==> config.mk <==
export PLATFORM = sky130hd
export DESIGN_NAME = sar_adc_ctl
export DESIGN_NICKNAME = d
export VERILOG_FILES = /design/src/design/sar_ctl_pkg.sv /design/src/design/conv_timing_if.sv /design/src/design/conv_clk_div.sv /design/src/design/ext_start_sync.sv /design/src/design/sar_adc_ctl.sv
export SDC_FILE = /design/constraint.sdc
export NUM_CORES = 1
export LEC_CHECK = 0
export BUFFER_PORTS_ARGS = -buffer_cell sky130_fd_sc_hd__buf_2
export CORE_ASPECT_RATIO = 0.8
export CORE_MARGIN = 4
export CORE_UTILIZATION = 55
export DETAILED_ROUTE_END_ITERATION = 6
export GPL_ROUTABILITY_DRIVEN = 0
export HOLD_SLACK_MARGIN = 0.15
export PLACE_DENSITY = 0.8
export SLEW_MARGIN = 10
export SYNTH_ARGS = -nofsm -noshare
export SYNTH_HDL_FRONTEND = slang
export SYNTH_SLANG_ARGS = --single-unit
export TNS_END_PERCENT = 5
==> constraint.sdc <==
create_clock -name CLK_I -period 4 [get_ports CLK_I]
set_clock_uncertainty 0.15 [all_clocks]
set_input_delay 0.6 -clock CLK_I [delete_from_list [all_inputs] [get_ports CLK_I]]
set_output_delay 0.6 -clock CLK_I [all_outputs]
set_load 0.02 [all_outputs]
==> src/design/sar_ctl_pkg.sv <==
/*
 * constants, register map and types for the converter control block.
 * assumes one 20 MHz clock and an 8-bit special function register port.
 */
`default_nettype none

package sar_ctl_pkg;

    // ----------------------------------------
    // timing
    // ----------------------------------------
    localparam int CLK_PERIOD_NS  = 50;
    localparam int CONV_PERIOD_NS = 10000;
    localparam int CONV_MIN_CYC   = (CONV_PERIOD_NS + CLK_PERIOD_NS - 1) / CLK_PERIOD_NS;
    localparam logic [7:0] RATE_LOAD  = 8'(CONV_MIN_CYC - 1);
    localparam logic [1:0] TRACK_LAST = 2'h2;
    localparam logic [3:0] MSB_INDEX  = 4'hb;
    localparam logic [11:0] TRIAL_INIT = 12'h800;

    // ----------------------------------------
    // register offsets
    // ----------------------------------------
    localparam logic [7:0] OFS_CTRL  = 8'h00;
    localparam logic [7:0] OFS_CFG   = 8'h01;
    localparam logic [7:0] OFS_SEL   = 8'h02;
    localparam logic [7:0] OFS_PAIR  = 8'h03;
    localparam logic [7:0] OFS_RES_H = 8'h04;
    localparam logic [7:0] OFS_RES_L = 8'h05;

    // ----------------------------------------
    // field positions and reset values
    // ----------------------------------------
    localparam int BIT_EN    = 7;
    localparam int BIT_TM    = 6;
    localparam int BIT_DONE  = 5;
    localparam int BIT_BUSY  = 4;
    localparam int BIT_MODE  = 2;
    localparam int BIT_IRQEN = 1;
    localparam int BIT_LJ    = 0;
    localparam int BIT_SCALE = 5;
    localparam logic [7:0] CTRL_RST = 8'h00;
    localparam logic [7:0] CFG_RST  = 8'h60;
    localparam logic [3:0] SEL_RST  = 4'h0;
    localparam logic [3:0] PAIR_RST = 4'h0;

    typedef enum logic [1:0] {
        START_SW   = 2'h0,
        START_TMR3 = 2'h1,
        START_EXT  = 2'h2,
        START_TMR2 = 2'h3
    } start_mode_t;

    typedef enum logic [2:0] {
        ST_IDLE  = 3'b001,
        ST_TRACK = 3'b010,
        ST_CONV  = 3'b100
    } conv_state_t;

endpackage

`default_nettype wire
==> src/design/conv_timing_if.sv <==
/*
 * carrier between the control core, the clock divider and the pin synchroniser.
 * assumes all three sit on the one system clock.
 */
`default_nettype none

interface conv_timing_if;
    logic [2:0] scale;
    logic       tick;
    logic       ext_level;
    logic       ext_rise;

    modport div  (input scale, output tick);
    modport sync (output ext_level, output ext_rise);
    modport ctl  (output scale, input tick, input ext_level, input ext_rise);
endinterface

`default_nettype wire

==> src/design/conv_clk_div.sv <==
/*
 * conversion clock divider: one-cycle tick every 2, 4, 8 or 16 system clocks.
 * assumes the scale code comes from a register on the same clock.
 */
`default_nettype none

module conv_clk_div
    import sar_ctl_pkg::*;
(
    input  wire logic       clk_i,
    input  wire logic       rst_n_i,
    conv_timing_if.div      tif
);

    // ----------------------------------------
    // divider
    // ----------------------------------------
    function automatic logic [3:0] div_limit(input logic [2:0] sc);
        unique case (sc)
            3'h0:    div_limit = 4'h1;
            3'h1:    div_limit = 4'h3;
            3'h2:    div_limit = 4'h7;
            default: div_limit = 4'hf;
        endcase
    endfunction

    logic [3:0] cnt_r;
    logic       tick_r;

    // a scale change mid-count just wraps early, never stalls
    always_ff @(posedge clk_i)
    begin
        if (!rst_n_i)
        begin
            cnt_r  <= 4'h0;
            tick_r <= 1'b0;
        end
        else
        begin
            tick_r <= (cnt_r >= div_limit(tif.scale));
            cnt_r  <= (cnt_r >= div_limit(tif.scale)) ? 4'h0 : cnt_r + 4'h1;
        end
    end

    assign tif.tick = tick_r;

endmodule

`default_nettype wire

==> src/design/ext_start_sync.sv <==
/*
 * two-flop synchroniser and rising edge detector for the external start pin.
 * assumes the pin is asynchronous to the system clock.
 */
`default_nettype none

module ext_start_sync
(
    input  wire logic       clk_i,
    input  wire logic       rst_n_i,
    input  wire logic       pin_i,
    conv_timing_if.sync     tif
);

    // ----------------------------------------
    // synchroniser
    // ----------------------------------------
    logic meta_r;
    logic sync_r;
    logic prev_r;

    always_ff @(posedge clk_i)
    begin
        if (!rst_n_i)
        begin
            meta_r <= 1'b0;
            sync_r <= 1'b0;
            prev_r <= 1'b0;
        end
        else
        begin
            meta_r <= pin_i;
            sync_r <= meta_r;
            prev_r <= sync_r;
        end
    end

    assign tif.ext_level = sync_r;
    assign tif.ext_rise  = sync_r & ~prev_r;

endmodule

`default_nettype wire

==> src/design/sar_adc_ctl.sv <==
/*
 * control logic of a 12-bit successive approximation converter: register
 * file, input selection, gain, start sources, track-and-hold and sar sequence.
 * assumes the analog macro answers COMP_I on the same clock within one cycle
 * of SAR_CODE_O, and that timer overflows are one-cycle pulses on this clock.
 */
// ----------------------------------------
// Summary of operation
// - converter, track-and-hold and gain powered only while enable bit is set
// - nine inputs: eight external plus internal temperature sensor
// - selected gain also applies to the temperature sensor channel
// - pairs independently differential or single-ended; all single-ended after reset
// - pair bit joins even (positive) and odd (negative) neighbouring inputs
// - channel address 0-7 selects input or its pair; 1xxx selects sensor
// - three-bit gain field picks 0.5 to 16; unity after reset
// - conversion clock is system clock over 2/4/8/16; at most 100 ksps
// - start mode picks software, timer 3, external edge or timer 2
// - busy reads 1 during conversion, 0 once finished
// - busy falling edge sets done flag and requests enabled interrupt
// - result left justified when justify bit set, else right justified
// - track mode 0 tracks continuously except while converting
// - track mode 1 with non-external start tracks three conversion clocks
// - track mode 1 with external start tracks only while the pin is low
// - tracking can be shut down during chip standby or sleep
// ----------------------------------------
`default_nettype none

module sar_adc_ctl
    import sar_ctl_pkg::*;
(
    input  wire logic        CLK_I,
    input  wire logic        RST_N_I,
    input  wire logic        SFR_WE_I,
    input  wire logic        SFR_RE_I,
    input  wire logic [7:0]  SFR_ADDR_I,
    input  wire logic [7:0]  SFR_WDATA_I,
    input  wire logic        TMR3_OVF_I,
    input  wire logic        TMR2_OVF_I,
    input  wire logic        EXT_START_I,
    input  wire logic        SLEEP_I,
    input  wire logic        COMP_I,
    output logic [7:0]       SFR_RDATA_O,
    output logic             CONV_POWER_O,
    output logic             TRACK_O,
    output logic [2:0]       MUX_POS_O,
    output logic [2:0]       MUX_NEG_O,
    output logic             DIFF_O,
    output logic             TEMP_SEL_O,
    output logic [2:0]       GAIN_O,
    output logic [11:0]      SAR_CODE_O,
    output logic             IRQ_O
);

    // ----------------------------------------
    // sub-blocks
    // ----------------------------------------
    conv_timing_if tif ();

    conv_clk_div u_div
    (
        .clk_i   (CLK_I),
        .rst_n_i (RST_N_I),
        .tif     (tif)
    );

    ext_start_sync u_sync
    (
        .clk_i   (CLK_I),
        .rst_n_i (RST_N_I),
        .pin_i   (EXT_START_I),
        .tif     (tif)
    );

    // ----------------------------------------
    // registers
    // ----------------------------------------
    logic        en_r;
    logic        tm_r;
    logic        done_r;
    start_mode_t mode_r;
    logic        irq_en_r;
    logic        lj_r;
    logic [2:0]  scale_r;
    logic [2:0]  gain_r;
    logic [3:0]  sel_r;
    logic [3:0]  pair_r;
    logic [11:0] result_r;
    logic        wr_ctrl;
    logic        wr_cfg;
    logic        wr_sel;
    logic        wr_pair;
    logic        sw_start;

    assign wr_ctrl  = SFR_WE_I && (SFR_ADDR_I == OFS_CTRL);
    assign wr_cfg   = SFR_WE_I && (SFR_ADDR_I == OFS_CFG);
    assign wr_sel   = SFR_WE_I && (SFR_ADDR_I == OFS_SEL);
    assign wr_pair  = SFR_WE_I && (SFR_ADDR_I == OFS_PAIR);
    // mode written in the same access counts, so one write can set mode and start
    assign sw_start = wr_ctrl && SFR_WDATA_I[BIT_BUSY]
                      && (SFR_WDATA_I[BIT_MODE +: 2] == START_SW);

    always_ff @(posedge CLK_I)
    begin
        if (!RST_N_I)
        begin
            en_r     <= CTRL_RST[BIT_EN];
            tm_r     <= CTRL_RST[BIT_TM];
            mode_r   <= start_mode_t'(CTRL_RST[BIT_MODE +: 2]);
            irq_en_r <= CTRL_RST[BIT_IRQEN];
            lj_r     <= CTRL_RST[BIT_LJ];
        end
        else if (wr_ctrl)
        begin
            en_r     <= SFR_WDATA_I[BIT_EN];
            tm_r     <= SFR_WDATA_I[BIT_TM];
            mode_r   <= start_mode_t'(SFR_WDATA_I[BIT_MODE +: 2]);
            irq_en_r <= SFR_WDATA_I[BIT_IRQEN];
            lj_r     <= SFR_WDATA_I[BIT_LJ];
        end
    end

    always_ff @(posedge CLK_I)
    begin
        if (!RST_N_I)
        begin
            scale_r <= CFG_RST[BIT_SCALE +: 3];
            gain_r  <= CFG_RST[2:0];
            sel_r   <= SEL_RST;
            pair_r  <= PAIR_RST;
        end
        else
        begin
            if (wr_cfg)
            begin
                scale_r <= SFR_WDATA_I[BIT_SCALE +: 3];
                gain_r  <= SFR_WDATA_I[2:0];
            end
            if (wr_sel)
            begin
                sel_r <= SFR_WDATA_I[3:0];
            end
            if (wr_pair)
            begin
                pair_r <= SFR_WDATA_I[3:0];
            end
        end
    end

    assign tif.scale = scale_r;

    // ----------------------------------------
    // start selection and rate limit
    // ----------------------------------------
    conv_state_t state_r;
    logic        trig;
    logic        trk_first;
    logic        start_go;
    logic [7:0]  rate_cnt_r;

    always_comb
    begin
        unique case (mode_r)
            START_SW:   trig = sw_start;
            START_TMR3: trig = sw_start || TMR3_OVF_I;
            START_EXT:  trig = sw_start || tif.ext_rise;
            START_TMR2: trig = sw_start || TMR2_OVF_I;
        endcase
    end

    // a software start takes its track mode from the written bits, not the old ones
    assign trk_first = sw_start ? SFR_WDATA_I[BIT_TM] : (tm_r && (mode_r != START_EXT));

    // triggers landing while busy or too soon are dropped, not queued
    assign start_go = (state_r == ST_IDLE) && en_r && (rate_cnt_r == 8'h00) && trig;

    always_ff @(posedge CLK_I)
    begin
        if (!RST_N_I)
        begin
            rate_cnt_r <= 8'h00;
        end
        else if (start_go)
        begin
            rate_cnt_r <= RATE_LOAD;
        end
        else if (rate_cnt_r != 8'h00)
        begin
            rate_cnt_r <= rate_cnt_r - 8'h01;
        end
    end

    // ----------------------------------------
    // sar sequence
    // ----------------------------------------
    logic [1:0]  trk_cnt_r;
    logic [3:0]  bit_r;
    logic [11:0] trial_r;
    logic [11:0] cur_mask;
    logic [11:0] decided;

    assign cur_mask = 12'h001 << bit_r;
    assign decided  = COMP_I ? trial_r : (trial_r & ~cur_mask);

    always_ff @(posedge CLK_I)
    begin
        if (!RST_N_I)
        begin
            state_r   <= ST_IDLE;
            trk_cnt_r <= 2'h0;
            bit_r     <= MSB_INDEX;
            trial_r   <= 12'h000;
            result_r  <= 12'h000;
        end
        else if (!en_r)
        begin
            state_r <= ST_IDLE;
        end
        else
        begin
            unique case (state_r)
                ST_IDLE:
                begin
                    if (start_go)
                    begin
                        trk_cnt_r <= 2'h0;
                        bit_r     <= MSB_INDEX;
                        trial_r   <= TRIAL_INIT;
                        state_r   <= trk_first ? ST_TRACK : ST_CONV;
                    end
                end
                ST_TRACK:
                begin
                    if (tif.tick)
                    begin
                        if (trk_cnt_r == TRACK_LAST)
                        begin
                            state_r <= ST_CONV;
                        end
                        trk_cnt_r <= trk_cnt_r + 2'h1;
                    end
                end
                ST_CONV:
                begin
                    if (tif.tick)
                    begin
                        trial_r <= decided | (cur_mask >> 1);
                        if (bit_r == 4'h0)
                        begin
                            result_r <= decided;
                            state_r  <= ST_IDLE;
                        end
                        else
                        begin
                            bit_r <= bit_r - 4'h1;
                        end
                    end
                end
            endcase
        end
    end

    // ----------------------------------------
    // busy, done flag and interrupt
    // ----------------------------------------
    logic busy;
    logic busy_d_r;
    logic busy_fall;
    logic irq_r;

    assign busy      = (state_r != ST_IDLE);
    assign busy_fall = busy_d_r && !busy;

    always_ff @(posedge CLK_I)
    begin
        if (!RST_N_I)
        begin
            busy_d_r <= 1'b0;
            done_r   <= CTRL_RST[BIT_DONE];
            irq_r    <= 1'b0;
        end
        else
        begin
            busy_d_r <= busy;
            // a completion in the clearing cycle still sets the flag
            done_r   <= busy_fall || (wr_ctrl ? (done_r && SFR_WDATA_I[BIT_DONE]) : done_r);
            irq_r    <= done_r && irq_en_r;
        end
    end

    // ----------------------------------------
    // input selection, gain, power and tracking
    // ----------------------------------------
    function automatic logic [7:0] chan_decode(input logic [3:0] sel, input logic [3:0] pairs);
        logic [1:0] pr;
        pr = sel[2:1];
        if (sel[3])
        begin
            chan_decode = 8'h80;
        end
        else if (pairs[pr])
        begin
            chan_decode = {2'b01, pr, 1'b1, pr, 1'b0};
        end
        else
        begin
            chan_decode = {2'b00, 3'h0, sel[2:0]};
        end
    endfunction

    logic [7:0] mux_r;
    logic       power_r;
    logic       track_r;
    logic       track_nxt;

    always_comb
    begin
        if (!en_r || SLEEP_I)
        begin
            track_nxt = 1'b0;
        end
        else if (!tm_r)
        begin
            track_nxt = (state_r == ST_IDLE);
        end
        else if (mode_r == START_EXT)
        begin
            track_nxt = (state_r == ST_IDLE) && !tif.ext_level;
        end
        else
        begin
            track_nxt = (state_r == ST_TRACK);
        end
    end

    always_ff @(posedge CLK_I)
    begin
        if (!RST_N_I)
        begin
            mux_r   <= 8'h00;
            power_r <= 1'b0;
            track_r <= 1'b0;
        end
        else
        begin
            mux_r   <= chan_decode(sel_r, pair_r);
            power_r <= en_r;
            track_r <= track_nxt;
        end
    end

    // ----------------------------------------
    // read path
    // ----------------------------------------
    function automatic logic [7:0] read_mux(input logic [7:0] addr);
        unique case (addr)
            OFS_CTRL:  read_mux = {en_r, tm_r, done_r, busy, mode_r, irq_en_r, lj_r};
            OFS_CFG:   read_mux = {scale_r, 2'b00, gain_r};
            OFS_SEL:   read_mux = {4'h0, sel_r};
            OFS_PAIR:  read_mux = {4'h0, pair_r};
            OFS_RES_H: read_mux = lj_r ? result_r[11:4] : {4'h0, result_r[11:8]};
            OFS_RES_L: read_mux = lj_r ? {result_r[3:0], 4'h0} : result_r[7:0];
            default:   read_mux = 8'h00;
        endcase
    endfunction

    logic [7:0] rdata_r;

    always_ff @(posedge CLK_I)
    begin
        if (!RST_N_I)
        begin
            rdata_r <= 8'h00;
        end
        else if (SFR_RE_I)
        begin
            rdata_r <= read_mux(SFR_ADDR_I);
        end
    end

    assign SFR_RDATA_O  = rdata_r;
    assign CONV_POWER_O = power_r;
    assign TRACK_O      = track_r;
    assign TEMP_SEL_O   = mux_r[7];
    assign DIFF_O       = mux_r[6];
    assign MUX_NEG_O    = mux_r[5:3];
    assign MUX_POS_O    = mux_r[2:0];
    assign GAIN_O       = gain_r;
    assign SAR_CODE_O   = trial_r;
    assign IRQ_O        = irq_r;

    // ----------------------------------------
    // checks
    // ----------------------------------------
    logic [8:0] gap_r;

    always_ff @(posedge CLK_I)
    begin
        if (!RST_N_I)
        begin
            gap_r <= 9'h1ff;
        end
        else if (start_go)
        begin
            gap_r <= 9'h000;
        end
        else if (gap_r != 9'h1ff)
        begin
            gap_r <= gap_r + 9'h001;
        end
    end
endmodule

`default_nettype wire

==> summary.md <==
| Metric | Value |
|---|---|
| Critical Path RT | `4.11 ns` |
| Hold Slack | `0.2629 ns` |
| Crit path DAT | `2.92 ns` |
| Via count | `3900` |
| Max-cap violations | `0` |
| Cts repair resizes | `0` |
| Crit share post-route | `0.7024` |
| Count leader, synth | `dfxtp_1` |
| Vias per cell | `roughly 6.0` |
| Yosys cell types | `58` |
| Minimum clock period | `approximately 2.8 ns` |
| Sum Neg Setup Slack | `0 ns` |
| Synth cell count leaders | `dfxtp_1, nand2_1, nor2_1, a21oi_1, nand3_1` |
| ANT nets after route | `0` |
| Main flop type after synthesis | `dfxtp_1` |
| Pwr/cell area | `~410 mW/mm^2` |
| Setup crit end kind | `flop` |
| Root Driver | `clkbuf_8` |
| Vias in the first global route | `3639` |
| Initial core utilization | `0.5719` |
| Post-synth top area share | `0.4175` |
| Final setup vio count | `0` |
| Storage cell area | `about 0.0018 sq mm` |
| Post CTS Setup Buffer Count | `0` |
| Final Instance Count excl. Fillers | `647` |
| Rel. slew slack | `0.3016` |
| Slew @ Worst Pin | `1.045 ns` |
| Design area | `0.004823 sq mm` |
| Area Overhead vs Synth | `13.02%` |
| IO Pins | `around 60` |
| Post-synthesis cell count | `494` |
| Routed WL | `11010 microns` |
| Critical path buffers and inverters | `1` |
| Depth of the CTS H-tree | `3` |
| Crit path kind | `flop to flop` |
| Worst setup margin | `about 1.2 ns` |
| Drt pass-1 iters | `5` |
| Outcome | `complete, no violations` |
| Clock Sinks | `89` |
| Synth area leaders | `dfxtp_1, mux2i_1, a21oi_1` |
| YS warnings | `0` |
| CP delay by family, top | `simple AND/OR/NAND/NOR gates` |
| Critical-path cell list | `inv_1, ha_1, nor4b_1, and2_0, o2111ai_4, and2_1, a32o_1` |
| Total power draw | `1.956 mW` |
| Port-buffer cells | `58` |
| Placed cell area | `0.004587 sq mm` |
| Wire per inst | `17.01 microns` |
| Clk_lat worst skew | `0.37 ns` |
| Post-synth ARST share | `0` |
| Clock-pin slew on the worst setup and hold paths | `0.09 ns` |
| Critical path startpoint category | `flop` |
| Mapped cell area | `0.004268 sq mm` |
| Ant diodes | `0` |
| Post-synthesis sequential area ratio | `0.4175` |
| Area of the multi-input gates | `0.002308 sq mm` |
| Unrepaired setup endpoints after global routing | `false` |
| Largest net degree at the start of global routing | `28` |
| Number of synthesized flops with an enable pin | `0` |
| Leading area contributor after synthesis | `dfxtp_1` |
| Pre-CTS setup slack | `0.9099 ns` |
| Width of the die | `106.5 microns` |
| Layout cells sized above 1 | `0.1679` |
| Critical Path Max Stage Delay | `0.47 ns` |
| Final nets | `574` |
| Fillers | `633` |
| Row cnt | `28` |
| Pins over their slew limit | `0` |
| Critical path's slowest cell | `nor4b_1` |
| DRC viols | `0` |
| Die area | `just over 0.009 sq mm` |
| Antenna violations before repair | `0` |
| Dpl cells | `approximately 630` |
| Avg Synthesized Cell Area | `approximately 8.6 sq um` |
| Hold_buf cts | `0` |
| Core Util, Final | `0.6464` |
| Grt ovf | `0` |
| Syn nets | `531` |
| CORE AREA | `0.007462 sq mm` |
| Pleak | `approximately 2.1 nW` |
| CTS tree | `built` |
| Final HPWL from detailed placement | `about 8000 microns` |
| GRT Total Usage | `0.2429` |
| Final hold vios | `0` |
| HP Class | `primary input to flop` |
| DRT iter0 DRCs | `around 290` |
| Synth Register Bits | `89` |
| Global-route wire length before repair | `17690 microns` |
| CTS Buffer Depth | `2` |
| Fmax | `~0.36 GHz` |
| CTS Buf Count | `9` |
| Die height | `86.79 microns` |
| Worst vdd ir | `0.0002542 V` |
| Worst-path fanout max | `19` |
worst paths after layout:
path | startpoint | to | slack, ns | cells after the start
setup / recovery | rate_cnt_r[0] | SAR_CODE_O[6] | 1.19 | 7
hold / removal | SLEEP_I | TRACK_O | 0.26 | 2
setup reg to reg | rate_cnt_r[0] | SAR_CODE_O[6] | 1.19 | 7
hold reg to reg | u_sync.meta_r | u_sync.tif.ext_level | 0.30 | 1
per-layer routing:
metal / wire length, microns / share of wire / track usage / up-vias
met4: 176 / 0.016 / 0.07549 / 0
li1: - / - / - / 1855
met3: 886 / 0.081 / 0.06329 / 23
met5: 0 / 0 / 0 / -
met2: 5176 / 0.47 / 0.4060 / 181
met1: 4766 / 0.43 / 0.3110 / 1841
cell usage in the layout, fill, tap and decap left out, types with 11 or more instances in the layout:
master | synthesis | final
a21oi_1 | 45 | 45
and3_1 | 13 | 13
buf_2 | 1 | 58
clkbuf_8 | 0 | 11
dfxtp_1 | 89 | 89
ha_1 | 12 | 12
inv_1 | 16 | 16
mux2i_1 | 28 | 28
nand2_1 | 57 | 57
nand3_1 | 37 | 37
nor2_1 | 46 | 46
worst register-to-register path, stage by stage (launching register included):
cell	delay, ns
dfxtp_1	0.33
inv_1	0.11
ha_1	0.19
nor4b_1	0.47
and2_0	0.41
o2111ai_4	0.39
and2_1	0.39
a32o_1	0.26
layout make-up:
| type | count | area share |
|---|---|---|
| Clock buffer | 11 | 0.03139 |
| Timing Repair Buffer | 60 | 0.06329 |
| Clock inverter | 5 | 0.01764 |
| Tap cell | 105 | 0.02724 |
| Inverter | 16 | 0.01245 |
| Multi-Input combinational cell | 361 | 0.4786 |
| Sequential cell | 89 | 0.3694 |
cells by family after synthesis:
family                   share of synthesized area
flip-flops                                  0.4175
adder cells (fa/ha/maj)                    0.03518
AO/OA/AOI/OAI                               0.1513
buffers and inverters                      0.04163
multiplexers                               0.09733
AND/OR/NAND/NOR                             0.2428
XOR/XNOR                                   0.01437
sequential cells by signal (all words and copies together), names as in the netlist, 4 cells and up:
signal and count:
SAR_CODE_O 12, SFR_RDATA_O 8, bit_r 4, mux_r 7, pair_r 4, rate_cnt_r 8
result_r 12, sel_r 4, u_div.cnt_r 4
where the power goes:
part | total [mW] | leakage [nW] | switching (mW) | internal [mW]
clock | 0.723 | 0.117 | 0.333 | 0.390
sequential | 0.951 | 0.720 | 0.0296 | 0.921
combinational | 0.282 | 1.26 | 0.166 | 0.116
Note: power is estimated with default switching activity, not from simulation.
